===== src/hdl/tec_pkg.sv =====
package tec_pkg;
  // register map (byte offsets as printed)
  localparam logic [7:0] ADDR_COUNT_VALUE   = 8'h0D;
  localparam logic [7:0] ADDR_COUNTER_CTRL  = 8'h0E;
  localparam logic [7:0] ADDR_IRQ_CONTROL   = 8'h0F;
  localparam logic [7:0] ADDR_PORT_A_LATCH  = 8'h12;
  localparam logic [7:0] ADDR_STATUS        = 8'h10;
  // counter_control fields
  localparam int CTL_PSC_LSB  = 0;
  localparam int CTL_PSC_MSB  = 2;
  localparam int CTL_EDGE     = 3;
  localparam int CTL_RUN      = 4;
  localparam int CTL_UNUSED   = 5;
  localparam int CTL_MODE_LSB = 6;
  localparam int CTL_MODE_MSB = 7;
  localparam logic [7:0] CTL_RESET = 8'h08;
  // irq_control fields
  localparam int IRQ_ENABLE_BIT = 2;
  localparam int IRQ_FLAG_BIT   = 5;
  localparam logic [7:0] IRQ_RESET = 8'h00;
  localparam logic [7:0] IRQ_MASK  = 8'h24;
  // port A latch
  localparam int LATCH_DIV_BIT = 3;
  localparam logic [7:0] LATCH_RESET = 8'hFF;
  // status bits
  localparam int ST_OVF_BIT = 0;
  localparam int ST_DIV_BIT = 1;
  // counter constants
  localparam logic [7:0] COUNT_MAX   = 8'hFF;
  localparam logic [7:0] COUNT_RESET = 8'h00;
  localparam logic [7:0] ZERO8       = 8'h00;
  // modes
  localparam logic [1:0] MODE_UNUSED = 2'h0;
  localparam logic [1:0] MODE_EVENT  = 2'h1;
  localparam logic [1:0] MODE_TIMER  = 2'h2;
  localparam logic [1:0] MODE_PULSE  = 2'h3;
endpackage : tec_pkg


===== src/hdl/tec_counter.sv =====
// Contract
// - one 8-bit up counter, fed by pin events or prescaled system clock
// - count register write loads counter logic; read returns present count
// - mode field 7:6: 01 event, 10 timer, 11 pulse width, 00 idle
// - event/timer modes count to FFH, reload preload, set flag bit 5
// - pulse mode counts from chosen pin edge to return edge, clears run
// - pulse result held; later edges ignored until run set again
// - pulse mode overflow also reloads and raises the overflow flag
// - control bit 4 enables counting when 1
// - event/timer modes never clear run bit in hardware
// - overflow is offered as a wake-up source pulse
// - cleared overflow enable bit 2 suppresses the interrupt request
// - stopped: write loads preload and counter; running: preload only
// - counter clock is blocked during a count register read
// - bits 2:0 divide system clock by two to the field value
// - event mode: edge bit 1 falling edges, 0 rising edges
// - pulse mode: edge bit 1 high pulse, 0 low pulse measured
// - control bit 5 reads back as zero
// - divider option drives port A bit 3, gated by its data latch
// - divider output toggles on each overflow
//
// The implementer's own choice: strobed register access.
`timescale 1ns/1ps
`default_nettype none
module tec_counter #(
  parameter int PSC_W = 7
) (
  input  wire logic       sys_clk_i,
  input  wire logic       rst_i,
  input  wire logic [7:0] addr_i,
  input  wire logic [7:0] wdata_i,
  input  wire logic       wr_i,
  input  wire logic       rd_i,
  output logic      [7:0] rdata_o,
  input  wire logic       count_pin_i,
  input  wire logic       freq_div_option_i,
  output logic            freq_divider_out_o,
  output logic            irq_o,
  output logic            wake_o
);

  logic [7:0]       count_value;
  logic [7:0]       preload;
  logic [7:0]       counter_control;
  logic [7:0]       irq_control;
  logic [7:0]       port_a_latch;
  logic [PSC_W-1:0] psc_cnt;
  logic [2:0]       pin_sync;
  logic             pin_level;
  logic             div_toggle;
  logic             pulse_active;
  logic             rise_evt;
  logic             fall_evt;
  logic             int_tick;
  logic             count_tick;
  logic             overflow;
  logic             start_evt;
  logic             stop_evt;
  logic [1:0]       mode;
  logic             run;
  logic             edge_sel;
  logic [2:0]       psc_sel;
  logic             wr_count;
  logic             wr_ctl;

  assign mode     = counter_control[tec_pkg::CTL_MODE_MSB:
                                    tec_pkg::CTL_MODE_LSB];
  assign run      = counter_control[tec_pkg::CTL_RUN];
  assign edge_sel = counter_control[tec_pkg::CTL_EDGE];
  assign psc_sel  = counter_control[tec_pkg::CTL_PSC_MSB:tec_pkg::CTL_PSC_LSB];
  assign wr_count = wr_i && (addr_i == tec_pkg::ADDR_COUNT_VALUE);
  assign wr_ctl   = wr_i && (addr_i == tec_pkg::ADDR_COUNTER_CTRL);

  // pin passes three flops; a change counts once stages 2 and 3 agree
  always_ff @(posedge sys_clk_i or posedge rst_i) begin
    if (rst_i) begin
      pin_sync <= 3'h0;
    end else begin
      pin_sync <= {pin_sync[1:0], count_pin_i};
    end
  end

  // filtered level, only moves when the last two stages agree
  always_ff @(posedge sys_clk_i or posedge rst_i) begin
    if (rst_i) begin
      pin_level <= 1'b0;
    end else if (pin_sync[2] == pin_sync[1]) begin
      pin_level <= pin_sync[2];
    end
  end

  assign rise_evt = (pin_sync[2] == pin_sync[1]) && pin_sync[2] && !pin_level;
  assign fall_evt = (pin_sync[2] == pin_sync[1]) && !pin_sync[2] && pin_level;

  // free running prescaler; a tick when the low field bits roll over
  always_ff @(posedge sys_clk_i or posedge rst_i) begin
    if (rst_i) begin
      psc_cnt <= '0;
    end else begin
      psc_cnt <= psc_cnt + 1'b1;
    end
  end

  // tick only when every selected low stage is at one
  always_comb begin
    int_tick = 1'b1;
    for (int i = 0; i < PSC_W; i++) begin
      if (i < int'(psc_sel) && !psc_cnt[i]) begin
        int_tick = 1'b0;
      end
    end
  end

  // pulse edges: start on the selected edge, stop on the opposite one
  assign start_evt = edge_sel ? rise_evt : fall_evt;
  assign stop_evt  = edge_sel ? fall_evt : rise_evt;

  // counting source per mode; the unused mode never counts
  always_comb begin
    case (mode)
      tec_pkg::MODE_EVENT: count_tick = edge_sel ? fall_evt : rise_evt;
      tec_pkg::MODE_TIMER: count_tick = int_tick;
      tec_pkg::MODE_PULSE: count_tick = int_tick && pulse_active;
      default:             count_tick = 1'b0;
    endcase
  end

  // a read freezes the count for that cycle so the returned byte is whole
  assign overflow = run && count_tick && !rd_i
                    && (count_value == tec_pkg::COUNT_MAX);

  // pulse window tracking; edges ignored once run is cleared
  always_ff @(posedge sys_clk_i or posedge rst_i) begin
    if (rst_i) begin
      pulse_active <= 1'b0;
    end else if (mode != tec_pkg::MODE_PULSE || !run) begin
      pulse_active <= 1'b0;
    end else if (!pulse_active && start_evt) begin
      pulse_active <= 1'b1;
    end else if (pulse_active && stop_evt) begin
      pulse_active <= 1'b0;
    end
  end

  // preload keeps the last write to the count register
  always_ff @(posedge sys_clk_i or posedge rst_i) begin
    if (rst_i) begin
      preload <= tec_pkg::COUNT_RESET;
    end else if (wr_count) begin
      preload <= wdata_i;
    end
  end

  // the count itself; reload on overflow in every mode
  always_ff @(posedge sys_clk_i or posedge rst_i) begin
    if (rst_i) begin
      count_value <= tec_pkg::COUNT_RESET;
    end else if (wr_count && !run) begin
      count_value <= wdata_i;
    end else if (overflow) begin
      count_value <= preload;
    end else if (run && count_tick && !rd_i) begin
      count_value <= count_value + 8'h01;
    end
  end

  // control; hardware clears run only at the end of a pulse measurement
  always_ff @(posedge sys_clk_i or posedge rst_i) begin
    if (rst_i) begin
      counter_control <= tec_pkg::CTL_RESET;
    end else if (wr_ctl) begin
      counter_control <= wdata_i & ~(8'h01 << tec_pkg::CTL_UNUSED);
    end else if (mode == tec_pkg::MODE_PULSE && pulse_active && stop_evt) begin
      counter_control[tec_pkg::CTL_RUN] <= 1'b0;
    end
  end

  // flag: set wins over a software clear in the same cycle
  always_ff @(posedge sys_clk_i or posedge rst_i) begin
    if (rst_i) begin
      irq_control <= tec_pkg::IRQ_RESET;
    end else begin
      if (wr_i && addr_i == tec_pkg::ADDR_IRQ_CONTROL) begin
        irq_control <= wdata_i & tec_pkg::IRQ_MASK;
      end
      if (overflow) begin
        irq_control[tec_pkg::IRQ_FLAG_BIT] <= 1'b1;
      end
    end
  end

  always_ff @(posedge sys_clk_i or posedge rst_i) begin
    if (rst_i) begin
      port_a_latch <= tec_pkg::LATCH_RESET;
    end else if (wr_i && addr_i == tec_pkg::ADDR_PORT_A_LATCH) begin
      port_a_latch <= wdata_i;
    end
  end

  // divide-by-two of the overflow rate
  always_ff @(posedge sys_clk_i or posedge rst_i) begin
    if (rst_i) begin
      div_toggle <= 1'b0;
    end else if (overflow) begin
      div_toggle <= !div_toggle;
    end
  end

  // outputs, each from a flop
  always_ff @(posedge sys_clk_i or posedge rst_i) begin
    if (rst_i) begin
      freq_divider_out_o <= 1'b0;
      irq_o              <= 1'b0;
      wake_o             <= 1'b0;
    end else begin
      freq_divider_out_o <= freq_div_option_i
                            && port_a_latch[tec_pkg::LATCH_DIV_BIT]
                            && div_toggle;
      irq_o  <= irq_control[tec_pkg::IRQ_FLAG_BIT]
                && irq_control[tec_pkg::IRQ_ENABLE_BIT];
      wake_o <= overflow;
    end
  end

  // read port; unmapped addresses answer zero
  always_ff @(posedge sys_clk_i or posedge rst_i) begin
    if (rst_i) begin
      rdata_o <= tec_pkg::ZERO8;
    end else if (rd_i) begin
      case (addr_i)
        tec_pkg::ADDR_COUNT_VALUE:  rdata_o <= count_value;
        tec_pkg::ADDR_COUNTER_CTRL: rdata_o <= counter_control;
        tec_pkg::ADDR_IRQ_CONTROL:  rdata_o <= irq_control;
        tec_pkg::ADDR_PORT_A_LATCH: rdata_o <= port_a_latch;
        tec_pkg::ADDR_STATUS: begin
          rdata_o <= tec_pkg::ZERO8;
          rdata_o[tec_pkg::ST_OVF_BIT] <= irq_control[tec_pkg::IRQ_FLAG_BIT];
          rdata_o[tec_pkg::ST_DIV_BIT] <= div_toggle;
        end
        default: rdata_o <= tec_pkg::ZERO8;
      endcase
    end else begin
      rdata_o <= tec_pkg::ZERO8;
    end
  end

  // checks
  property p_reload;
    @(posedge sys_clk_i) disable iff (rst_i)
      overflow && !(wr_count && !run) |=> count_value == $past(preload);
  endproperty
  a_reload: assert property (p_reload) else $error("no reload");

  property p_flag;
    @(posedge sys_clk_i) disable iff (rst_i)
      overflow |=> irq_control[tec_pkg::IRQ_FLAG_BIT];
  endproperty
  a_flag: assert property (p_flag) else $error("flag not set");

  property p_hold_read;
    @(posedge sys_clk_i) disable iff (rst_i)
      rd_i && !wr_count |=> $stable(count_value);
  endproperty
  a_hold_read: assert property (p_hold_read) else $error("read moved");

  property p_stopped;
    @(posedge sys_clk_i) disable iff (rst_i)
      !run && !wr_count |=> $stable(count_value);
  endproperty
  a_stopped: assert property (p_stopped) else $error("counted stopped");

  property p_run_kept;
    @(posedge sys_clk_i) disable iff (rst_i)
      run && mode != tec_pkg::MODE_PULSE && !wr_ctl |=> run;
  endproperty
  a_run_kept: assert property (p_run_kept) else $error("run cleared");

  property p_wake;
    @(posedge sys_clk_i) disable iff (rst_i) overflow |=> wake_o;
  endproperty
  a_wake: assert property (p_wake) else $error("no wake");

  property p_irq_gate;
    @(posedge sys_clk_i) disable iff (rst_i)
      !irq_control[tec_pkg::IRQ_ENABLE_BIT] |=> !irq_o;
  endproperty
  a_irq_gate: assert property (p_irq_gate) else $error("irq ungated");

  property p_bit5;
    @(posedge sys_clk_i) disable iff (rst_i)
      !counter_control[tec_pkg::CTL_UNUSED];
  endproperty
  a_bit5: assert property (p_bit5) else $error("bit 5 set");

  property p_toggle;
    @(posedge sys_clk_i) disable iff (rst_i)
      overflow |=> div_toggle != $past(div_toggle);
  endproperty
  a_toggle: assert property (p_toggle) else $error("no toggle");

  property p_pulse_end;
    @(posedge sys_clk_i) disable iff (rst_i)
      mode == tec_pkg::MODE_PULSE && pulse_active && stop_evt && !wr_ctl
      |=> !run;
  endproperty
  a_pulse_end: assert property (p_pulse_end) else $error("run kept");

  // a count read returns the value that stood at the strobe
  property p_read_count;
    @(posedge sys_clk_i) disable iff (rst_i)
      rd_i && addr_i == tec_pkg::ADDR_COUNT_VALUE
      |=> rdata_o == $past(count_value);
  endproperty
  a_read_count: assert property (p_read_count) else $error("bad read");

  // a plain tick adds exactly one
  property p_step;
    @(posedge sys_clk_i) disable iff (rst_i)
      run && count_tick && !rd_i && !overflow && !wr_count
      |=> count_value == $past(count_value) + 8'h01;
  endproperty
  a_step: assert property (p_step) else $error("bad step");

  // stopped write lands in the counter at once
  property p_load_stopped;
    @(posedge sys_clk_i) disable iff (rst_i)
      wr_count && !run |=> count_value == $past(wdata_i);
  endproperty
  a_load_stopped: assert property (p_load_stopped) else $error("no load");

  // every count write reaches the preload
  property p_preload;
    @(posedge sys_clk_i) disable iff (rst_i)
      wr_count |=> preload == $past(wdata_i);
  endproperty
  a_preload: assert property (p_preload) else $error("no preload");

  // no window opens outside an armed pulse measurement
  property p_pulse_idle;
    @(posedge sys_clk_i) disable iff (rst_i)
      mode != tec_pkg::MODE_PULSE || !run |=> !pulse_active;
  endproperty
  a_pulse_idle: assert property (p_pulse_idle) else $error("armed");

  // undivided timer ticks every cycle
  property p_timer_tick;
    @(posedge sys_clk_i) disable iff (rst_i)
      mode == tec_pkg::MODE_TIMER && psc_sel == 3'h0 |-> count_tick;
  endproperty
  a_timer_tick: assert property (p_timer_tick) else $error("no tick");

  // the unused mode must never count
  property p_mode_idle;
    @(posedge sys_clk_i) disable iff (rst_i)
      mode == tec_pkg::MODE_UNUSED |-> !count_tick;
  endproperty
  a_mode_idle: assert property (p_mode_idle) else $error("idle counts");

  // divider pin stays low unless option and latch bit allow it
  property p_div_gate;
    @(posedge sys_clk_i) disable iff (rst_i)
      !(freq_div_option_i && port_a_latch[tec_pkg::LATCH_DIV_BIT])
      |=> !freq_divider_out_o;
  endproperty
  a_div_gate: assert property (p_div_gate) else $error("div ungated");

  // wake pulses only after an overflow
  property p_wake_only;
    @(posedge sys_clk_i) disable iff (rst_i) !overflow |=> !wake_o;
  endproperty
  a_wake_only: assert property (p_wake_only) else $error("stray wake");

  c_overflow: cover property (@(posedge sys_clk_i) overflow);
  c_pulse: cover property (@(posedge sys_clk_i)
    pulse_active ##1 !pulse_active);
  c_event: cover property (@(posedge sys_clk_i)
    mode == tec_pkg::MODE_EVENT && count_tick);
  c_read: cover property (@(posedge sys_clk_i) rd_i && run && count_tick);

endmodule : tec_counter
`default_nettype wire


===== config.mk =====
export PLATFORM = sky130hd
export DESIGN_NAME = tec_counter
export DESIGN_NICKNAME = d
export VERILOG_FILES = /design/src/hdl/tec_pkg.sv /design/src/hdl/tec_counter.sv
export SDC_FILE = /design/constraint.sdc
export NUM_CORES = 1
export LEC_CHECK = 0
export BUFFER_PORTS_ARGS = -buffer_cell sky130_fd_sc_hd__buf_2
export CAP_MARGIN = 0
export CORE_MARGIN = 3
export CORE_UTILIZATION = 35
export DETAILED_ROUTE_END_ITERATION = 7
export HOLD_SLACK_MARGIN = 0.15
export SYNTH_ARGS = -nofsm -noshare
export SYNTH_HDL_FRONTEND = slang
export SYNTH_SLANG_ARGS = --single-unit

===== constraint.sdc =====
create_clock -name sys_clk_i -period 4.2 [get_ports sys_clk_i]
set_input_delay 0.21 -clock sys_clk_i [delete_from_list [all_inputs] [get_ports sys_clk_i]]
set_output_delay 0.21 -clock sys_clk_i [all_outputs]
set_load 0.1 [all_outputs]

## After elaboration in Yosys (flattened, before gate mapping)

Index checks and enable logic that the tools add are counted.

| word-level totals | value |
|---|---|
| logic and storage cells | 103 |
| output and inout port bits | 11 |
| bits of input ports | 22 |
| bits in registers | 57 |

| operators by class | value |
|---|---|
| equal/unequal tests | 11 |
| reduce and logical (&&, ||, !) cells | 45 |
| mux-type cells | 22 |
| $add $sub $neg | 2 |
| $lt $le $gt $ge | 7 |

Operators with widths:

| operator | number |
|---|---|
| 8-bit case mux with 5 select lines | 1 |
| 8-bit 2-to-1 mux | 4 |
| 1-bit logical AND | 27 |
| 8-bit by 4-bit == test with 1-bit output, second input constant | 3 |
| 8-bit by 5-bit == test with 1-bit output, second input constant | 2 |
| 1-bit 2-to-1 mux | 15 |
| 1-bit logical NOT | 13 |
| 3-bit < comparator, first input constant | 3 |
| 8-bit by 1-bit adder with 8-bit output, second input constant | 1 |
| 8-bit == test, second input constant | 1 |
| 7-bit by 1-bit adder with 7-bit output, second input constant | 1 |
| 1-bit by 3-bit < comparator with 1-bit output, first input constant | 2 |
| 2-bit by 3-bit < comparator with 1-bit output, first input constant | 2 |
| 6-bit 2-to-1 mux | 1 |
| 3-bit nonzero test | 2 |
| 2-bit == test, second input constant | 2 |
| 2-bit nonzero test | 2 |
| 1-bit case mux with 3 select lines | 1 |
| 2-bit by 1-bit == test with 1-bit output, second input constant | 1 |
| 2-bit != test, second input constant | 1 |
| 1-bit == test | 1 |
| 1-bit logical OR | 1 |

## Longest topological paths before layout

Gate-level depths: netlist (run 1).

| logic depth | value |
|---|---|
| word-level depth | 16 |
| mapped depth | 8 |
| depth with buffers taken out | 7 |

## Worst setup path after synthesis (run 1)

Ideal clock, no wire load.

| timing path | value |
|---|---|
| path type | reg-to-reg |
| start point | reg pin_sync[1] |
| end point | reg count_value[3] |
| clock period less this slack | 1.739 ns |
| stages on the path, launching flop included | 9 |
| arrival | 1.613 ns |
| path slack | 2.461 ns |
| buffers on the path | 1 |
| required time | 4.074 ns |
| setup time | 0.126 ns |
| path through | dfrtp_1 inv_1 ha_1 nand4_1 nand3_1 nand3b_1 o21ba_1 buf_6 a221o_1 |

| on the way | value |
|---|---|
| cells in the longest elaborated chain, start to end | 10 |
| elaborated cells between the ends (all ways) | 13 |
| classes of those cells | eq/ne: 1; mux: 4; reduce/logical: 8 |

RTL lines:

| item | RTL line | RTL |
|---|---|---|
| from (decl) | tec_counter.sv:48 | `logic [2:0] pin_sync;` |
| from (signal assigned) | tec_counter.sv:79 | `pin_sync <= {pin_sync[1:0], count_pin_i};` |
| 1-bit == test (*) | tec_counter.sv:92, tec_counter.sv:93 |  |
| 1-bit logical AND, on equally long branches (2 in series) | tec_counter.sv:92, tec_counter.sv:93 |  |
| 1-bit 2-to-1 mux (*) | tec_counter.sv:121 | `tec_pkg::MODE_EVENT: count_tick = edge_sel ? fall_evt : rise_evt;` |
| 1-bit case mux with 3 select lines (*) | tec_counter.sv:120 | `case (mode)` |
| 1-bit logical AND (*) (2 in series) | tec_counter.sv:129, tec_counter.sv:162 |  |
| 1-bit logical AND | tec_counter.sv:130 | `&& (count_value == tec_pkg::COUNT_MAX);` |
| 8-bit 2-to-1 mux | tec_counter.sv:160 | `end else if (overflow) begin` |
| 8-bit 2-to-1 mux | tec_counter.sv:158 | `end else if (wr_count && !run) begin` |
| to (signal assigned) | tec_counter.sv:159 | `count_value <= wdata_i;` |
| to (signal assigned) | tec_counter.sv:161 | `count_value <= preload;` |
| to (signal assigned) | tec_counter.sv:163 | `count_value <= count_value + 8'h01;` |
| to (decl) | tec_counter.sv:42 | `logic [7:0] count_value;` |

Every way passes the cells marked *; elsewhere a longest branch is shown, timed or not.
A chain may end at the register's enable or synchronous reset.

## Worst setup path in the final report (run 1)

| timing path | value |
|---|---|
| start point | reg pin_sync[1] |
| end point | reg count_value[6] |

Same word-level chain as after synthesis.

==> metrics.md, run 1 <==
| Metric | Value |
|---|---|
| Outcome | `completed` |
| Register area share after synthesis | `0.519` |
| CP Launch Type | `register` |
| Reg-to-reg endpoint | `count_value[6]` |
| Worst Path Arrival | `2.20 ns` |
| Highest metal used | `met4` |
| Vias in the first global route | `2025` |
| Layout cells sized above 1 | `0.299` |
| Routed WL per cell | `16.3 um` |
| Clock sink count | `57` |
| Top-count cell post-synth | `dfrtp_1` |
| 1st-iter DRT viols | `197` |
| Worst Path Required | `4.42 ns` |
| Final Critical Period | `1.99 ns` |
| Critical path's slowest cell | `dfrtp_1` |
| FMAX | `503 MHz` |
| Synth Cell Area | `2770 um2` |
| Post-Route M1 WL | `2970 um` |
| Clk_skew | `0.00706 ns` |
| Share of the synthesized area in the top cell type | `0.433` |
| Hold Path Stages | `3` |
| Synth-to-layout area growth | `17.3%` |
| Synth cell types | `49` |
| Synth Area in Compound Gates | `0.141` |
| Clock Pin Slew Worst Setup and Hold Paths | `0.07 ns` |
| Number of cells produced by synthesis | `244` |
| Initial Util | `0.370` |
| Cells along the critical path | `inv_1, ha_1, nand4_1, nand3_1, nand3b_1, o21ba_1, a221o_1` |
| Setup bufs post-CTS | `0` |
| Antenna cells | `0` |
| Core area | `7490 um2` |
| Multiplexer area fraction after synthesis | `0.113` |
| Reg2reg path depth | `7` |
| Final Net Count | `309` |
| Critical Path Max Stage Delay | `0.40 ns` |
| Finished Layout Cells | `387` |
| Hold Crit Start | `rd_i` |
| XOR/XNOR Fraction of Synth Area | `0.0221` |
| Maximum clock insertion buffer count | `2` |
| Worst vdd ir | `0.153 mV` |
| Hold crit path type | `in -> reg` |
| Slew HR | `0.481` |
| ANT nets after route | `0` |
| Die H | `95.0 um` |
| Length of routed met2 wiring | `2910 um` |
| Reg2Reg Launch Point | `pin_sync[1]` |
| Total CTS buffers | `9` |
| Synth Flop Type | `dfrtp_1` |
| Die Wd | `95.0 um` |
| Leak | `1.47 nW` |
| Synth Area in Adders | `0.0181` |
| Post-Place Cells | `368` |
| Power Density | `418 nW/um2` |
| Hold endpoint | `rdata_o[0]` |
| Met3 wire length | `329 um` |
| RSZ-0062 raised after global routing | `no` |
| GRT Util Overall | `0.154` |
| Simple-Gate Fraction of Synth Area | `0.162` |
| Vias | `2085` |
| Full die area | `9030 um2` |
| Async SR Flop Fraction | `1.00` |
| Hold violation count in the final report | `0` |
| DRT Wirelength | `6320 um` |
| Final setup violation count | `0` |
| CTS tree | `done` |
| Max Cap Viol | `0` |
| Slew Viols, Final | `0` |
| FF+latch count, synth | `57` |
| Grt ovf | `0` |
| Crit path max-delay family | `compound AO/OA/AOI/OAI gates` |
| # IOs | `33` |
| Antenna violations before repair | `0` |
| Crit path buffers/inverters | `1` |
| Worst hold slack | `0.168 ns` |
| GP Congestion | `0.816` |
| DP HPWL | `4510 um` |
| Reg-to-reg setup timing slack | `2.21 ns` |
| TritonRoute pass-1 iters | `4` |
| Synth area leader | `dfrtp_1` |
| Tcrit/Tclk final | `0.473` |
| EDFF count, synth | `0` |
| Net count of the mapped netlist | `270` |
| Std-Cell Rows | `31` |
| CTS root buffer | `clkbuf_8` |
| First-pass GRT wire length | `10400 um` |
| CP Max Fanout | `10` |
| Filler cells | `700` |
| Worst-Margin Slew | `0.775 ns` |
| Largest family of logic cells by synthesized area | `simple AND/OR/NAND/NOR gates` |
| List of most frequent post-synthesis cells | `48 x dfrtp_1, 24 x mux2_2, 18 x nor2_1` |
| Top post-synthesis cells by area | `dfrtp_1 43%, mux2_2 9.7%, dfstp_2 8.5%, a221o_1 2.9%, nor2_1 2.4%` |
| Port-buffer cells | `32` |
| Avg Cell Area, Syn | `11.4 um2` |
| H-tree depth | `3` |
| Total of warnings raised by yosys | `0` |
| Endpoint type of the worst setup path | `register` |
| Drt drc | `0` |
| Largest net degree at the start of global routing | `58` |
| Critical path class | `reg -> reg` |
| Clock Latency Late Sink | `0.33 ns` |
| Vias per inst | `5.39` |
| Setup TNS | `0 ns` |
-- sequential cells by signal, summed over array words and instances (netlist names) --
name / cells
count_value: 8
port_a_latch: 8
preload: 8
rdata_o: 8
counter_control: 7
psc_cnt: 7
pin_sync: 3
irq_control: 2
div_toggle: 1
freq_divider_out_o: 1
irq_o: 1
pin_level: 1
pulse_active: 1
wake_o: 1
-- cells by family after synthesis --
group,count (synthesis)
flip-flops,57
buffers and inverters,15
AO/OA/AOI/OAI,53
XOR/XNOR,7
multiplexers,28
adder cells (fa/ha/maj),4
AND/OR/NAND/NOR,80
-- layer usage --
metal  GRT usage  vias to the layer above
li1            -                      987
met1       0.208                     1035
met2       0.233                       53
met3      0.0351                       10
met4      0.0697                        0
met5           0                        -
-- stage by stage --
stage           util  area, um2  setup slack, ns  power [mW]
6_report       0.435       3250             2.21        1.36
5_1_grt        0.435       3250             2.05        1.42
4_1_cts        0.435       3250             2.21        1.37
3_5_place_dp   0.403       3020             1.99       0.844
3_3_place_gp   0.403       3020             2.04       0.839
2_1_floorplan      -       2770             2.46       0.783
-- worst max-delay path by stage --
| stage | slack (ns) | cells after the start | to | start |
|---|---|---|---|---|
| after CTS | 2.21 | 7 | count_value[6] | pin_sync[1] |
| after detailed placement | 1.99 | 6 | count_value[6] | addr_i[5] |
| after floorplan | 2.46 | 8 | count_value[3] | pin_sync[1] |
| after global routing | 2.05 | 7 | count_value[6] | pin_sync[1] |
| final | 2.21 | 7 | count_value[6] | pin_sync[1] |
| after global placement | 2.04 | 6 | count_value[2] | addr_i[5] |
-- power by group --
| part | total [mW] | internal (mW) | switching, mW |
|---|---|---|---|
| clock network | 0.519 | 0.290 | 0.229 |
| logic | 0.180 | 0.0882 | 0.0914 |
| registers | 0.661 | 0.593 | 0.0684 |
| total | 1.36 | 0.972 | 0.389 |
-- worst register-to-register path, delay by kind of cell, from the launching register on --
family | cells | cell delay [ns]
compound gates | 2 | 0.70
fa+ha+maj | 1 | 0.18
buf+inv | 1 | 0.06
flops | 1 | 0.40
simple gates | 3 | 0.52
-- cell usage in the layout, fill, tap and decap left out, types with 6 or more instances in the layout --
master,instances
a21oi_1,8
nand3_1,8
clkbuf_8,10
nand2_1,15
inv_1,6
dfrtp_1,48
buf_2,32
o21ai_0,10
mux2_2,24
nor2_1,18
dfstp_2,9
a221o_1,8
-- final cells by class --
type / instances / area (um2) / area share
Clock inverter: 6 / 66.3 / 0.0204
Timing Repair Buffer: 36 / 198 / 0.0608
Multi-Input combinational cell: 172 / 1260 / 0.388
Clock buffer: 10 / 138 / 0.0423
Inverter: 7 / 26.3 / 0.00808
Sequential cell: 57 / 1440 / 0.442
Tap cell: 99 / 124 / 0.0381
-- repair_timing --
item / CTS / global route
hold buffers: 3 / 0
hold endpoints to repair: 50 / 0
gates resized for setup: 0 / 0
Power figures use the tool's default switching activity.
==> inputs of run 2 (changes only) <==
Settings changed: ABC_AREA set to 1.
Clock period 4.2 ns to 1.77 ns, I/O delays scaled along.
==> metrics.md, run 2 <==
| Metric | Value |
|---|---|
| Async SR Flop Fraction | `1.00` |
| Synth Flop Type | `dfrtp_1` |
| Max Cap Viol | `0` |
| Outcome | `completed` |
| Worst vdd ir | `0.444 mV` |
| Initial Util | `0.366` |
| GP Congestion | `0.906` |
| Cells along the critical path | `ha_2, nand2_2, nor2_2, nand2_2, nor2_8, inv_2, or2_0, o2111ai_1, nand3_1` |
| Synth-to-layout area growth | `23.0%` |
| Worst Path Required | `1.98 ns` |
| Share of the synthesized area in the top cell type | `0.418` |
| Slew Viols, Final | `0` |
| Core area | `7850 um2` |
| 1st-iter DRT viols | `144` |
| # IOs | `33` |
| TritonRoute pass-1 iters | `4` |
| Vias per inst | `4.68` |
| RSZ-0062 raised after global routing | `yes` |
| Routed WL per cell | `13.3 um` |
| Tcrit/Tclk final | `0.930` |
| Synth area leader | `dfrtp_1` |
| DP HPWL | `4970 um` |
| Filler cells | `800` |
| ANT nets after route | `0` |
| Total CTS buffers | `9` |
| Std-Cell Rows | `32` |
| Hold violation count in the final report | `0` |
| Clk_skew | `0.0129 ns` |
| Busiest grt layer | `met2` |
| Top post-synthesis cells by area | `dfrtp_1 42%, nand2_1 12%, dfstp_2 8.2%, inv_1 5.4%, nand3_1 4.2%` |
| Number of cells produced by synthesis | `336` |
| Leak | `1.75 nW` |
| Full die area | `9330 um2` |
| Vias | `2348` |
| M1 GR Usage | `0.222` |
| Final setup violation count | `0` |
| Power Density | `813 nW/um2` |
| Avg Cell Area, Syn | `8.55 um2` |
| Final Critical Period | `1.65 ns` |
| Drt drc | `0` |
| Hold crit path type | `in -> reg` |
| CP Max Fanout | `9` |
| Final Util | `0.450` |
| H-tree depth | `3` |
| Layout cells sized above 1 | `0.235` |
| Endpoint type of the worst setup path | `register` |
| DRT Wirelength | `6670 um` |
| Maximum clock insertion buffer count | `2` |
| Commonest cells after routing, fill and taps aside | `91 x nand2_1, 48 x dfrtp_1, 40 x inv_1, 32 x buf_2` |
| Grt ovf | `0` |
| Synth Cell Area | `2870 um2` |
| Area of the multi-input gates | `1230 um2` |
| Commonest non-fill, non-tap cell in the layout | `nand2_1` |
| Critical path class | `reg -> reg` |
| Reg2reg path depth | `9` |
| Grt met3 use | `0.0287` |
| Final Net Count | `421` |
| CP Launch Type | `register` |
| Net count of the mapped netlist | `362` |
| Synth cell types | `39` |
| Clock sink count | `57` |
| Worst Path Arrival | `1.85 ns` |
| Die H | `96.6 um` |
| Antenna violations before repair | `0` |
| FMAX | `608 MHz` |
| Port-buffer cells | `32` |
| Largest net degree at the start of global routing | `36` |
| Reg area | `1440 um2` |
| Critical path's slowest cell | `dfrtp_1` |
| FF+latch count, synth | `57` |
| Total of warnings raised by yosys | `0` |
| EDFF count, synth | `0` |
| CTS tree | `done` |
| GRT Util Overall | `0.156` |
| CTS root buffer | `clkbuf_8` |
| Tot Pwr | `2.87 mW` |
| Crit-path most repeated cell | `nand2_2` |
| Die Wd | `96.6 um` |
| Clock Pin Slew Worst Setup and Hold Paths | `0.07 ns` |
| Top-count cell post-synth | `nand2_1` |
| Register area share after synthesis | `0.501` |
| Finished Layout Cells | `502` |
| List of most frequent post-synthesis cells | `91 x nand2_1, 48 x dfrtp_1, 41 x inv_1` |
| Vias in the first global route | `2206` |
| First-pass GRT wire length | `11000 um` |
| Antenna cells | `0` |
| Critical Path Max Stage Delay | `0.41 ns` |
| Post-Place Cells | `471` |
| Clock Latency Late Sink | `0.33 ns` |
| M2 GR Usage | `0.235` |
| Slew HR | `0.653` |
| Hold Path Stages | `3` |
| Worst-Margin Slew | `0.517 ns` |
## run 2: routing by layer
layer | routed length, um | part of all wire
met2 | 2980 | 0.45
met5 | 0 | 0
met3 | 364 | 0.055
met1 | 3250 | 0.49
met4 | 70 | 0.010
## run 2: worst paths after layout
path                            slack (ns)              end           start
worst min register to register        0.35      pin_sync[1]     pin_sync[0]
min in group asynchronous             0.34       psc_cnt[6]           rst_i
worst min-delay path                  0.19   irq_control[2]            wr_i
worst max register to register        0.12   count_value[7]  count_value[1]
max in group asynchronous             1.10  port_a_latch[2]           rst_i
worst max-delay path                  0.12   count_value[7]  count_value[1]
## run 2: area by class of cell
class	count	share of cell area
clock buffers	11	0.0429
clock inverters	5	0.0152
inverters	45	0.0482
multi-input cells	229	0.348
flip-flops and latches	57	0.407
well taps	102	0.0361
repair buffers	53	0.103
## run 2: cell families after synthesis
family	count (synthesis)	share of synthesized area
and+or+nand+nor	161	0.256
DFF	57	0.501
AOI/OAI and AO/OA	54	0.122
buffers and inverters	50	0.0741
xor gates and xnor gates	10	0.0305
adders and majority gates	4	0.0174
## run 2: per-stage QoR
step,area (um2),TNS (ns),worst slack (ns),hold WS [ns]
after global routing,3530,-0.0197,-0.0197,0.169
final,3530,0,0.125,0.187
after floorplan,2870,0,0.261,0.120
after CTS,3510,0,0.107,0.161
after global placement,3170,0,0.167,0.132
after detailed placement,3170,0,0.112,0.136
## run 2: report_power, final
| group | internal, mW | switching [mW] | total, mW |
|---|---|---|---|
| logic | 0.0898 | 0.135 | 0.225 |
| registers | 1.36 | 0.0417 | 1.40 |
| clock network | 0.722 | 0.527 | 1.25 |
| total | 2.17 | 0.703 | 2.87 |
## run 2: what timing repair did
item | 4_1_cts | 5_1_grt
endpoints found under the setup margin | 0 | 4
hold buffers | 13 | 0
setup buffers | 0 | 2
hold endpoints to repair | 89 | 0
gates resized for setup | 0 | 2
## run 2: critical path: cells and delay by family (launching register included)
family,cells,cell delay [ns]
fa+ha+maj,1,0.23
compound gates,1,0.09
buf+inv,1,0.08
simple gates,6,0.71
flops,1,0.41
